File: config.mk
export PLATFORM = sky130hd
export DESIGN_NAME = rx_port_forward_qualifier
export DESIGN_NICKNAME = d
export VERILOG_FILES = /design/src/hdl/fwd_qual_pkg.sv /design/src/hdl/size_track_if.sv /design/src/hdl/size_tracker.sv /design/src/hdl/rise_latch.sv /design/src/hdl/rx_port_forward_qualifier.sv
export SDC_FILE = /design/constraint.sdc
export NUM_CORES = 1
export LEC_CHECK = 0
export ABC_AREA = 1
export BUFFER_PORTS_ARGS = -buffer_cell sky130_fd_sc_hd__buf_2
export CELL_PAD_IN_SITES_DETAIL_PLACEMENT = 1
export CELL_PAD_IN_SITES_GLOBAL_PLACEMENT = 1
export CORE_MARGIN = 4
export CORE_UTILIZATION = 43
export CTS_CLUSTER_DIAMETER = 30
export DETAILED_ROUTE_END_ITERATION = 10
export GPL_TIMING_DRIVEN = 1
export PLACE_DENSITY = 0.77
export SETUP_SLACK_MARGIN = 0.15
export SYNTH_ARGS = -nofsm -noshare
export SYNTH_HDL_FRONTEND = slang
export SYNTH_SLANG_ARGS = --single-unit
File: constraint.sdc
create_clock -name core_clk_in -period 3 [get_ports core_clk_in]
set_clock_uncertainty 0.05 [all_clocks]
set_input_delay 0.3 -clock core_clk_in [delete_from_list [all_inputs] [get_ports core_clk_in]]
set_output_delay 0.3 -clock core_clk_in [all_outputs]
set_load 0.01 [all_outputs]
File: src/hdl/fwd_qual_pkg.sv
package fwd_qual_pkg;
  // Register offsets of the per-port copy.
  localparam logic [7:0] OFS_VIDEO_CFG = 8'h7C;
  localparam logic [7:0] OFS_QUAL_CTL = 8'h7D;
  localparam logic [7:0] OFS_RISE_MASK = 8'h7E;
  // Reset values.
  localparam logic [7:0] RST_VIDEO_CFG = 8'h20;
  localparam logic [7:0] RST_QUAL_CTL = 8'h00;
  localparam logic [7:0] RST_RISE_MASK = 8'h00;
  // Fields of port_video_config_two.
  localparam int PACK_HI = 7;
  localparam int PACK_LO = 6;
  localparam int TRUNC_PAR_BIT = 5;
  localparam int TRUNC_WIDTH_BIT = 4;
  localparam int TRUNC_HEIGHT_BIT = 3;
  localparam int ROW_POL_BIT = 1;
  localparam int FRAME_POL_BIT = 0;
  // Fields of port_forward_qualify_ctl.
  localparam int QUAL_DISCARD_BIT = 7;
  localparam int CHK_HEIGHT_BIT = 5;
  localparam int CHK_WIDTH_BIT = 4;
  localparam int PAR_MODE_BIT = 3;
  localparam int WD_OFF_BIT = 2;
  localparam int THR_HI = 1;
  localparam int THR_LO = 0;
  // Byte packing codes for ten-bit raw pixels.
  localparam logic [1:0] PACK_NORMAL = 2'h0;
  localparam logic [1:0] PACK_RSVD = 2'h1;
  localparam logic [1:0] PACK_UPPER = 2'h2;
  localparam logic [1:0] PACK_LOWER = 2'h3;
  // Pixel and sensor flag widths.
  localparam int PIX_W = 10;
  localparam int FLAG_W = 8;
  // Read-select field inside the port-select value.
  localparam int RD_SEL_HI = 5;
  localparam int RD_SEL_LO = 4;
  // Saturation value of the valid-frame counter.
  localparam logic [1:0] VF_MAX = 2'h3;
endpackage

File: src/hdl/size_track_if.sv
`timescale 1ns/1ps
`default_nettype none
interface size_track_if;
  logic step;
  logic close;
  logic restart;
  logic changed;
  modport owner (output step, output close, output restart, input changed);
  modport tracker (input step, input close, input restart, output changed);
endinterface
`default_nettype wire

File: src/hdl/size_tracker.sv
`timescale 1ns/1ps
`default_nettype none
module size_tracker #(
  parameter int W = 16
) (
  input wire logic clk_in,
  input wire logic rst_n_in,
  input wire logic ce_in,
  size_track_if.tracker trk
);
  logic [W-1:0] cnt_q;
  logic [W-1:0] ref_q;
  logic ref_ok_q;
  logic changed_q;
  wire [W-1:0] cnt_now = cnt_q + {{(W-1){1'b0}}, trk.step};

  generate
    if (W < 2) begin : g_bad_w
      $error("size_tracker width too small");
    end
  endgenerate

  // A size is compared only once a reference size has been seen.
  always_ff @(posedge clk_in) begin
    if (!rst_n_in) begin
      cnt_q <= '0;
      ref_q <= '0;
      ref_ok_q <= 1'b0;
      changed_q <= 1'b0;
    end else if (ce_in) begin
      if (trk.restart) begin
        cnt_q <= '0;
        ref_ok_q <= 1'b0;
        changed_q <= 1'b0;
      end else if (trk.close) begin
        changed_q <= ref_ok_q && (cnt_now != ref_q);
        ref_q <= cnt_now;
        ref_ok_q <= 1'b1;
        cnt_q <= '0;
      end else begin
        changed_q <= 1'b0;
        cnt_q <= cnt_now;
      end
    end
  end

  assign trk.changed = changed_q;
endmodule // size_tracker
`default_nettype wire

File: src/hdl/rise_latch.sv
`timescale 1ns/1ps
`default_nettype none
module rise_latch #(
  parameter int N = 8
) (
  input wire logic clk_in,
  input wire logic rst_n_in,
  input wire logic ce_in,
  input wire logic [N-1:0] flags_in,
  input wire logic [N-1:0] mask_in,
  input wire logic [N-1:0] clear_in,
  output logic [N-1:0] latched_out
);
  logic [N-1:0] prev_q;
  genvar i;
  generate
    for (i = 0; i < N; i++) begin : g_bit
      wire rise = flags_in[i] && !prev_q[i] && mask_in[i];
      // A rise in the clearing cycle keeps the bit set.
      always_ff @(posedge clk_in) begin
        if (!rst_n_in) begin
          prev_q[i] <= 1'b0;
          latched_out[i] <= 1'b0;
        end else if (ce_in) begin
          prev_q[i] <= flags_in[i];
          latched_out[i] <= rise || (latched_out[i] && !clear_in[i]);
        end
      end
    end
  endgenerate
endmodule // rise_latch
`default_nettype wire

File: src/hdl/rx_port_forward_qualifier.sv
`timescale 1ns/1ps
`default_nettype none
module rx_port_forward_qualifier
  import fwd_qual_pkg::*;
#(
  parameter int PORT_INDEX = 0,
  parameter int WIDTH_W = 16,
  parameter int HEIGHT_W = 16,
  parameter int PERIOD_W = 24
) (
  input wire logic core_clk_in,
  input wire logic rst_n_in,
  input wire logic ce_in,
  input wire logic [7:0] reg_addr_in,
  input wire logic reg_wr_in,
  input wire logic reg_rd_in,
  input wire logic [7:0] reg_wdata_in,
  input wire logic [7:0] port_sel_in,
  output logic [7:0] reg_rdata_out,
  input wire logic rx_lock_in,
  input wire logic parity_err_in,
  input wire logic frame_marker_in,
  input wire logic row_marker_in,
  input wire logic raw_ten_in,
  input wire logic [fwd_qual_pkg::PIX_W-1:0] pix_in,
  input wire logic [fwd_qual_pkg::FLAG_W-1:0] remote_sensor_flags_in,
  input wire logic [fwd_qual_pkg::FLAG_W-1:0] sensor_rise_clear_in,
  output logic [fwd_qual_pkg::PIX_W-1:0] pix_data_out,
  output logic pix_valid_out,
  output logic qualify_out,
  output logic frame_drop_out,
  output logic [fwd_qual_pkg::FLAG_W-1:0] sensor_rise_latched_out
);
  import fwd_qual_pkg::*;

  generate
    if (PORT_INDEX < 0 || PORT_INDEX > 3) begin : g_bad_port
      $error("PORT_INDEX must be 0 to 3");
    end
    if (PERIOD_W < 4) begin : g_bad_period
      $error("PERIOD_W too small");
    end
  endgenerate

  ////////////////////////////////////////////////////////////////////////////
  // Register file.

  logic [7:0] video_cfg_q;
  logic [7:0] qual_ctl_q;
  logic [7:0] rise_mask_q;

  function automatic logic hit(input logic [7:0] addr, input logic [7:0] ofs);
    return addr == ofs;
  endfunction

  wire wr_sel = port_sel_in[PORT_INDEX];
  wire rd_sel = port_sel_in[RD_SEL_HI:RD_SEL_LO] == 2'(PORT_INDEX);
  wire wr_cfg = reg_wr_in && wr_sel && hit(reg_addr_in, OFS_VIDEO_CFG);
  wire wr_ctl = reg_wr_in && wr_sel && hit(reg_addr_in, OFS_QUAL_CTL);
  wire wr_mask = reg_wr_in && wr_sel && hit(reg_addr_in, OFS_RISE_MASK);
  wire [7:0] rd_mux = hit(reg_addr_in, OFS_VIDEO_CFG) ? video_cfg_q :
                      hit(reg_addr_in, OFS_QUAL_CTL) ? qual_ctl_q :
                      hit(reg_addr_in, OFS_RISE_MASK) ? rise_mask_q : 8'h00;

  always_ff @(posedge core_clk_in) begin
    if (!rst_n_in) begin
      video_cfg_q <= RST_VIDEO_CFG;
      qual_ctl_q <= RST_QUAL_CTL;
      rise_mask_q <= RST_RISE_MASK;
      reg_rdata_out <= 8'h00;
    end else if (ce_in) begin
      if (wr_cfg) video_cfg_q <= reg_wdata_in;
      if (wr_ctl) qual_ctl_q <= reg_wdata_in;
      if (wr_mask) rise_mask_q <= reg_wdata_in;
      if (reg_rd_in) reg_rdata_out <= rd_sel ? rd_mux : 8'h00;
    end
  end

  wire [1:0] pack_sel = video_cfg_q[PACK_HI:PACK_LO];
  wire trunc_par = video_cfg_q[TRUNC_PAR_BIT];
  wire trunc_width = video_cfg_q[TRUNC_WIDTH_BIT];
  wire trunc_height = video_cfg_q[TRUNC_HEIGHT_BIT];
  wire row_pol = video_cfg_q[ROW_POL_BIT];
  wire frame_pol = video_cfg_q[FRAME_POL_BIT];
  wire qual_discard = qual_ctl_q[QUAL_DISCARD_BIT];
  wire chk_height = qual_ctl_q[CHK_HEIGHT_BIT];
  wire chk_width = qual_ctl_q[CHK_WIDTH_BIT];
  wire par_mode = qual_ctl_q[PAR_MODE_BIT];
  wire wd_off = qual_ctl_q[WD_OFF_BIT];
  wire [1:0] thr = qual_ctl_q[THR_HI:THR_LO];

  ////////////////////////////////////////////////////////////////////////////
  // Marker decode and frame tracking.

  // A marker bit of one in the polarity field means active low.
  wire frame_act = frame_marker_in ^ frame_pol;
  wire row_act = (row_marker_in ^ row_pol) && frame_act;

  logic frame_act_q;
  logic row_act_q;
  logic frame_end_q;
  wire frame_start = frame_act && !frame_act_q;
  wire frame_end = !frame_act && frame_act_q;
  wire row_end = !row_act && row_act_q;

  always_ff @(posedge core_clk_in) begin
    if (!rst_n_in) begin
      frame_act_q <= 1'b0;
      row_act_q <= 1'b0;
      frame_end_q <= 1'b0;
    end else if (ce_in) begin
      frame_act_q <= frame_act;
      row_act_q <= row_act;
      frame_end_q <= frame_end;
    end
  end

  size_track_if width_if ();
  size_track_if height_if ();

  assign width_if.step = row_act;
  assign width_if.close = row_end;
  assign width_if.restart = !rx_lock_in;
  assign height_if.step = row_end;
  assign height_if.close = frame_end;
  assign height_if.restart = !rx_lock_in;

  size_tracker #(.W(WIDTH_W)) u_width (
    .clk_in(core_clk_in),
    .rst_n_in(rst_n_in),
    .ce_in(ce_in),
    .trk(width_if.tracker)
  );

  size_tracker #(.W(HEIGHT_W)) u_height (
    .clk_in(core_clk_in),
    .rst_n_in(rst_n_in),
    .ce_in(ce_in),
    .trk(height_if.tracker)
  );

  wire width_chg = width_if.changed;
  wire height_chg = height_if.changed;

  ////////////////////////////////////////////////////////////////////////////
  // Frame-end watchdog.

  logic [PERIOD_W-1:0] wd_cnt_q;
  logic [PERIOD_W-1:0] period_q;
  wire [PERIOD_W-1:0] wd_limit = {period_q[PERIOD_W-2:0], 1'b0};
  wire wd_timeout = (period_q != '0) && (wd_cnt_q == wd_limit);
  wire wd_hit = wd_timeout && !wd_off && (thr != 2'h0);

  // The period is the last frame-end to frame-end distance; the counter
  // saturates so that a stalled link does not wrap into a false match.
  always_ff @(posedge core_clk_in) begin
    if (!rst_n_in) begin
      wd_cnt_q <= '0;
      period_q <= '0;
    end else if (ce_in) begin
      if (!rx_lock_in) begin
        wd_cnt_q <= '0;
        period_q <= '0;
      end else if (frame_end) begin
        period_q <= wd_cnt_q;
        wd_cnt_q <= '0;
      end else if (wd_cnt_q != '1) begin
        wd_cnt_q <= wd_cnt_q + 1'b1;
      end
    end
  end

  ////////////////////////////////////////////////////////////////////////////
  // Qualification.

  logic err_q;
  logic [1:0] vf_q;
  logic hold_q;
  logic drop_q;

  wire height_evt = chk_height && height_chg;
  wire width_evt = chk_width && width_chg;
  wire frame_bad = err_q || parity_err_in || height_evt || width_evt;
  wire qual_clr = !rx_lock_in
                  || height_evt
                  || width_evt
                  || (parity_err_in && par_mode)
                  || wd_hit
                  || (trunc_height && height_chg);
  wire thr_met = (thr == 2'h0) || (vf_q >= thr);
  wire qual_d = rx_lock_in && thr_met && !qual_clr && !(parity_err_in && !par_mode);

  always_ff @(posedge core_clk_in) begin
    if (!rst_n_in) begin
      err_q <= 1'b0;
      vf_q <= 2'h0;
      qualify_out <= 1'b0;
    end else if (ce_in) begin
      qualify_out <= qual_d;
      if (parity_err_in || width_evt) begin
        err_q <= 1'b1;
      end else if (frame_start) begin
        err_q <= 1'b0;
      end
      if (qual_clr) begin
        vf_q <= 2'h0;
      end else if (frame_end_q && !frame_bad && vf_q != VF_MAX) begin
        vf_q <= vf_q + 2'h1;
      end
    end
  end

  ////////////////////////////////////////////////////////////////////////////
  // Truncation and forwarding.

  wire drop_set = (trunc_par && parity_err_in)
                  || (trunc_width && width_chg)
                  || (trunc_height && height_chg);
  wire hold_set = trunc_height && height_chg;
  wire fwd_ok = !drop_q && !drop_set && !hold_q && !(qual_discard && !qualify_out);

  always_ff @(posedge core_clk_in) begin
    if (!rst_n_in) begin
      drop_q <= 1'b0;
      hold_q <= 1'b0;
    end else if (ce_in) begin
      drop_q <= drop_set || (drop_q && !frame_start);
      hold_q <= hold_set || (hold_q && !qualify_out);
    end
  end

  assign frame_drop_out = drop_q;

  // Byte packing keeps one byte of the ten-bit pixel in the low bits.
  wire [7:0] pix_upper = pix_in[PIX_W-1:PIX_W-8];
  wire [7:0] pix_lower = pix_in[7:0];
  wire [PIX_W-1:0] pix_packed = !raw_ten_in ? pix_in :
                                (pack_sel == PACK_UPPER) ? {2'b00, pix_upper} :
                                (pack_sel == PACK_LOWER) ? {2'b00, pix_lower} :
                                pix_in;

  always_ff @(posedge core_clk_in) begin
    if (!rst_n_in) begin
      pix_data_out <= '0;
      pix_valid_out <= 1'b0;
    end else if (ce_in) begin
      pix_data_out <= pix_packed;
      pix_valid_out <= row_act && fwd_ok;
    end
  end

  ////////////////////////////////////////////////////////////////////////////
  // Sensor flag rising-edge latch.

  rise_latch #(.N(FLAG_W)) u_rise (
    .clk_in(core_clk_in),
    .rst_n_in(rst_n_in),
    .ce_in(ce_in),
    .flags_in(remote_sensor_flags_in),
    .mask_in(rise_mask_q),
    .clear_in(sensor_rise_clear_in),
    .latched_out(sensor_rise_latched_out)
  );
endmodule // rx_port_forward_qualifier
`default_nettype wire

==> results of run 1 <==
==> registers in the layout (all words and copies together) (netlist names), 2 cells and up <==
register	flops
reg_rdata_out	8
wd_cnt_q	24
pix_data_out	10
u_width.cnt_q	16
u_height.ref_q	16
u_rise.latched_out	8
qual_ctl_q	8
period_q	24
u_height.cnt_q	16
u_rise.prev_q	8
vf_q	2
rise_mask_q	8
video_cfg_q	8
u_width.ref_q	16
==> where the power goes <==
group	total [µW]	switching [µW]	internal [µW]	leakage [µW]
clock	2330	1030	1300	0.000283
combinational	318	214	104	0.00265
sequential	2490	16.1	2470	0.00149
total	5140	1260	3880	0.00442
==> worst register-to-register path: cells and delay by family, from the launching register on <==
| family | cells | cell delay [ns] |
|---|---|---|
| adders and majority gates | 2 | 0.35 |
| DFF | 1 | 0.33 |
| and+or+nand+nor | 12 | 1.15 |
| AOI/OAI and AO/OA | 2 | 0.24 |
| buffers and inverters | 4 | 0.35 |
==> per-stage QoR <==
| stage | instances | setup WS [ns] | utilization [%] |
|---|---|---|---|
| floorplan | 1411 | 0.5872 | - |
| global placement | 1741 | 0.1908 | 47.40 |
| detailed placement | 1741 | 0.1422 | 47.40 |
| CTS | 1774 | 0.1503 | 50.22 |
| global route | 1774 | 0.1229 | 50.61 |
| finish | 1774 | 0.3743 | 50.61 |
==> synthesized netlist by cell type (22+ instances only) <==
library cell | instances | area [µm²]
nand2_1 | 371 | 1393
dfxtp_1 | 184 | 3684
inv_1 | 180 | 675.7
a21oi_1 | 124 | 620.6
nor2_1 | 114 | 427.9
nand3_1 | 96 | 480.5
o21ai_0 | 87 | 435.4
nand4_1 | 36 | 225.2
clkbuf_1 | 29 | 108.9
o22ai_1 | 25 | 156.4
nor3_1 | 22 | 110.1
==> layer usage <==
layer,part of all wire [%],routed length [µm],global-route usage [%]
met1,46,13470,30.71
met2,49,14300,42.17
met3,3.6,1034,4.133
met4,1.1,313,5.252
met5,0,0,0
==> layout make-up <==
type,count,area (µm²)
Tap cell,275,344.1
Multi-Input combinational cell,981,4828
Clock buffer,22,474.2
Fill cell,2880,10510
Inverter,198,745.7
Timing Repair Buffer,104,576.8
Sequential cell,184,3685
Clock inverter,10,118.9
==> worst paths after layout <==
| path | endpoint | slack, ns | cells after the start |
|---|---|---|---|
| max | u_height.trk.changed$_SDFFE_PN0P_ | 0.37 | 20 |
| max reg2reg | u_height.trk.changed$_SDFFE_PN0P_ | 0.37 | 20 |
| min | video_cfg_q[5]$_SDFFE_PN1P_ | 0.07 | 3 |
| min reg2reg | u_rise.prev_q[6]$_SDFFE_PN0P_ | 0.41 | 2 |
==> cells by family (layout without fill, tap and decap cells) <==
kind of cell,after synthesis,in the layout,share of synthesized area [%]
flip-flops,184,184,39.17
XOR/XNOR,11,11,1.104
adder cells (fa/ha/maj),9,9,1.197
AND/OR/NAND/NOR,688,688,32.49
AO/OA/AOI/OAI,273,273,15.73
buffers and inverters,246,334,10.31
==> repair_timing <==
item	CTS	global route
setup buffers	1	0
setup endpoints to repair	1	2
pin swaps	1	4
resized for setup	0	21
==> flow_summary.ini, run 1 <==
[die]
die_w_um = 155.9
die_y_um = 155.9
die_area_um2 = 24300
start_util_pct = 44.18
core-area_um2 = 21290
num_io_pins = 89
rows = 53

[cts]
clock_latency_ns = 0.44
cts_buffer_depth = 2
clkSinkCount = 184
cts_tree = yes
htreeDepth = 4
ctsHoldBuffers = 0
cts-root-buf = clkbuf_16
cts.reportedPaths.clkPinSlew_ns = 0.07
cts_buffers = 17

[route]
drtIter0Drc = 445
via_count = 9430
drc = 0
ant_nets = 0
firstDrtPassIters = 5
wl_mm = 29.12
via_per_inst = 5.316
wl_per_cell_um = 16.41

[setup_path]
endpoint_kind = register
crit_family = simple AND/OR/NAND/NOR gates
crit_fanout = 11
cp_slowest_cell = dfxtp_2
startpoint_type = register
crit_required_ns = 3.24
cp_slowest_stage_delay_ns = 0.33
setup.worst_path.class = reg -> reg
critPathArrivalTime_ns = 2.86
worstReg2RegStart = video_cfg_q[1]$_SDFFE_PN0P_
crit_start = video_cfg_q[1]$_SDFFE_PN0P_
path_buf_inv = 4
cp_common_cell = nor2_1
critical_path.cell_chain = inv_1 -> or2_0 -> a21oi_2 -> inv_2 -> nand2_2 -> inv_2 -> ha_4 -> ha_4 -> nand3_1 -> nor2_1 -> buf_6 -> nand2_1 -> and2_1 -> nor2_1 -> nor2_1 -> nand3_1 -> nor2_1 -> nand2_1 -> nand2_1 -> a21oi_1

[cells_and_area]
fin_nets = 1555
final_cell_mix = nand2_1, dfxtp_1, inv_1, a21oi_1, nor2_1
final_common_cell = nand2_1
drive_above_1_share_pct = 13.28
antennaDiodeCount = 0
design_area_um2 = 10770
area_growth_pct = 14.56

[global_route]
grt_antenna_before_repair = 0
grt_pass1_vias = 9530
grt_max_degree = 68
overflow = 0
grtUsageTotal_pct = 23.93
grt_pass1_wl_mm = 47.54

[sta]
max_freq_mhz = 380.9
hold_viol_final = 0
setup_violations = 0
period_minus_slack_ns = 2.626
whs_ns = 0.07231
rsz0062_at_grt = true
tightest_slew_ns = 0.7788
setup-tns-final_ns = 0
finalCritPeriodShare_pct = 87.52
slew_viol_final = 0
relSlewSlack_pct = 46.74

[placement]
port_buffers = 83
hpwl_mm = 20.55
placed_cell_area_um2 = 10090
place_congestion = 0.8474

[run_status]
status = completed

[synth]
yosys_warnings = 0
synth_seq_cells = 184
netlist_instances = 1411
synth-edff-count = 0
seq_area_frac_synth_pct = 39.17
yosysUniqueCellTypes = 48
postSynthAreaPerCell_um2 = 6.665
ys.flop_type = dfxtp_1
synthArstFlopShare_pct = 0
synth_nets = 1480
syn-cell-area_um2 = 9404

[power_and_ir_drop]
p_total_uw = 5141
vdd_drop_max_uv = 369.1
p_leak_uw = 0.004421
p_per_area_nw_per_um2 = 477.2

[hold_path]
worstHoldStart = reg_wdata_in[5]
hold_class = in -> reg

[job]
max_cap_violations = 0
No activity file was read; power rests on OpenSTA's default activity.
==> inputs of run 2 (changes only) <==
- MAX_ROUTING_LAYER: not set -> met4
==> run 2 against run 1 <==
Compared with the run above:
- flip-flop and latch count is the same
- worst setup slack gained 0.0027 ns
- count of clock-buffer cells in the layout is the same
- design area is the same
- power is essentially flat
- first-iteration DRC count grew 1.1%
- routed wire length grew 0.11%
- utilization is the same
- via count grew 0.28%
- critical path depth is the same
- largest cell class unchanged
- largest power group unchanged
==> flow_summary.ini, run 2 (same netlist as run 1, synthesis figures left out) <==
[run_status]
status = completed

[power_and_ir_drop]
switchingPower_uw = 1266
vdd_drop_max_uv = 370.0
p_leak_uw = 0.004421
p_comb_share_pct = 6.2
p_per_area_nw_per_um2 = 477.3
power.share.switching_pct = 24.63
internal_power_uw = 3876
p_clk_share_pct = 45.4
p_total_uw = 5142
seqPwrFrac_pct = 48.4

[placement]
place_congestion = 0.8607
hpwl_mm = 20.55
port_buffers = 83

[route]
via_count = 9456
wl_mm = 29.15
via_per_inst = 5.330
drc = 0
ant_nets = 0
drtIter0Drc = 450
firstDrtPassIters = 5
wl_per_cell_um = 16.43

[cells_and_area]
fillCellCount = 2880
final_cell_mix = nand2_1, dfxtp_1, inv_1, a21oi_1, nor2_1
final_common_cell = nand2_1
top_regs = period_q: 24 flops, wd_cnt_q: 24 flops
fin_nets = 1555
antennaDiodeCount = 0
drive_above_1_share_pct = 13.28
final_util_pct = 50.61
area_growth_pct = 14.56
ff_latch_area_um2 = 3685
multi_input_area_um2 = 4828

[setup_path]
cp_slowest_stage_delay_ns = 0.33
endpoint_kind = register
path_buf_inv = 4
critical_path.cell_chain = inv_1 -> or2_0 -> a21oi_2 -> inv_2 -> nand2_2 -> inv_2 -> ha_4 -> ha_4 -> nand3_1 -> nor2_1 -> buf_6 -> nand2_1 -> and2_1 -> nor2_1 -> nor2_1 -> nand3_1 -> nor2_1 -> nand2_1 -> nand2_1 -> a21oi_1
cp_common_cell = nor2_1
crit_family = simple AND/OR/NAND/NOR gates
crit_fanout = 11
critPathArrivalTime_ns = 2.86
startpoint_type = register
setup.worst_path.class = reg -> reg
cp_slowest_cell = dfxtp_2
reg2reg_slack_ns = 0.38
crit_required_ns = 3.24

[global_route]
met1_usage_pct = 30.70
met2_usage_pct = 42.19
grt_pass1_vias = 9518
overflow = 0
grtUsageMet3_pct = 3.800
grt_pass1_wl_mm = 47.52
grt_antenna_before_repair = 0
busiest_layer = met2
grt_max_degree = 68
grtUsageTotal_pct = 24.65

[die]
die_w_um = 155.9
rows = 53
num_io_pins = 89
core-area_um2 = 21290
start_util_pct = 44.18
die_y_um = 155.9
die_area_um2 = 24300

[cts]
cts_tree = yes
cts-root-buf = clkbuf_16
ctsHoldBuffers = 0
cts_buffer_depth = 2
cts.reportedPaths.clkPinSlew_ns = 0.07
htreeDepth = 4
clock_latency_ns = 0.44
clkSinkCount = 184
cts_buffers = 17

[hold_path]
hold_class = in -> reg

[sta]
period_minus_slack_ns = 2.623
rsz0062_at_grt = true
whs_ns = 0.07122
slew_viol_final = 0
max_freq_mhz = 381.2
hold_viol_final = 0
relSlewSlack_pct = 46.55
setup-tns-final_ns = 0
finalCritPeriodShare_pct = 87.43
setup_violations = 0
tightest_slew_ns = 0.7815

[job]
max_cap_violations = 0
run 2: cell counts in the layout (fill, tap and decap cells not counted):
Identical to the previous run, type by type.
run 2: what timing repair did:
action / CTS / global route
pin swaps: 1 / 4
endpoints found under the setup margin: 1 / 2
buffers inserted: 1 / 0
gates resized for setup: 0 / 21
run 2: worst paths after layout:
kind / start / end / depth (start not counted)
setup / recovery: video_cfg_q[1]$_SDFFE_PN0P_ / u_height.trk.changed$_SDFFE_PN0P_ / 20
hold / removal: reg_wdata_in[5] / video_cfg_q[5]$_SDFFE_PN1P_ / 3
setup reg to reg: video_cfg_q[1]$_SDFFE_PN0P_ / u_height.trk.changed$_SDFFE_PN0P_ / 20
hold reg to reg: u_rise.prev_q[6]$_SDFFE_PN0P_ / u_rise.prev_q[6]$_SDFFE_PN0P_ / 2
run 2: stage by stage:
stage / worst slack, ns / std cells / area (µm²)
floorplan: 0.5872 / 1411 / 9404
global placement: 0.1908 / 1741 / 10090
detailed placement: 0.1422 / 1741 / 10090
CTS: 0.1503 / 1774 / 10690
global route: 0.1187 / 1774 / 10770
finish: 0.3770 / 1774 / 10770
run 2: worst register-to-register path: stages (launching register included):
cell	delay (ns)
dfxtp_2	0.33
inv_1	0.05
or2_0	0.21
a21oi_2	0.18
inv_2	0.08
nand2_2	0.07
inv_2	0.07
ha_4	0.18
ha_4	0.17
nand3_1	0.10
nor2_1	0.06
buf_6	0.15
nand2_1	0.08
and2_1	0.19
nor2_1	0.06
nor2_1	0.08
nand3_1	0.07
nor2_1	0.11
nand2_1	0.07
nand2_1	0.05
a21oi_1	0.06
run 2: final cells by class:
type	count	area share, %
multi-input combinational	981	44.82
sequential	184	34.20
inverter	198	6.922
timing repair buffer	104	5.354
clock buffer	22	4.402
tap	275	3.194
clock inverter	10	1.103
run 2: layer usage:
metal,vias to the layer above,share of wire [%],wire (µm)
met5,-,0,0
met4,0,1.3,376
met3,24,3.8,1114
met2,136,49,14320
met1,4550,46,13340
li1,4746,-,-
run 2: power by group through the flow:
stage	clock network, µW	registers [µW]	logic [µW]
6_report	2330	2490	319
3_3_place_gp	0	2540	310
4_1_cts	2380	2490	319
3_5_place_dp	0	2540	316
2_1_floorplan	0	2550	185
5_1_grt	2460	2490	359
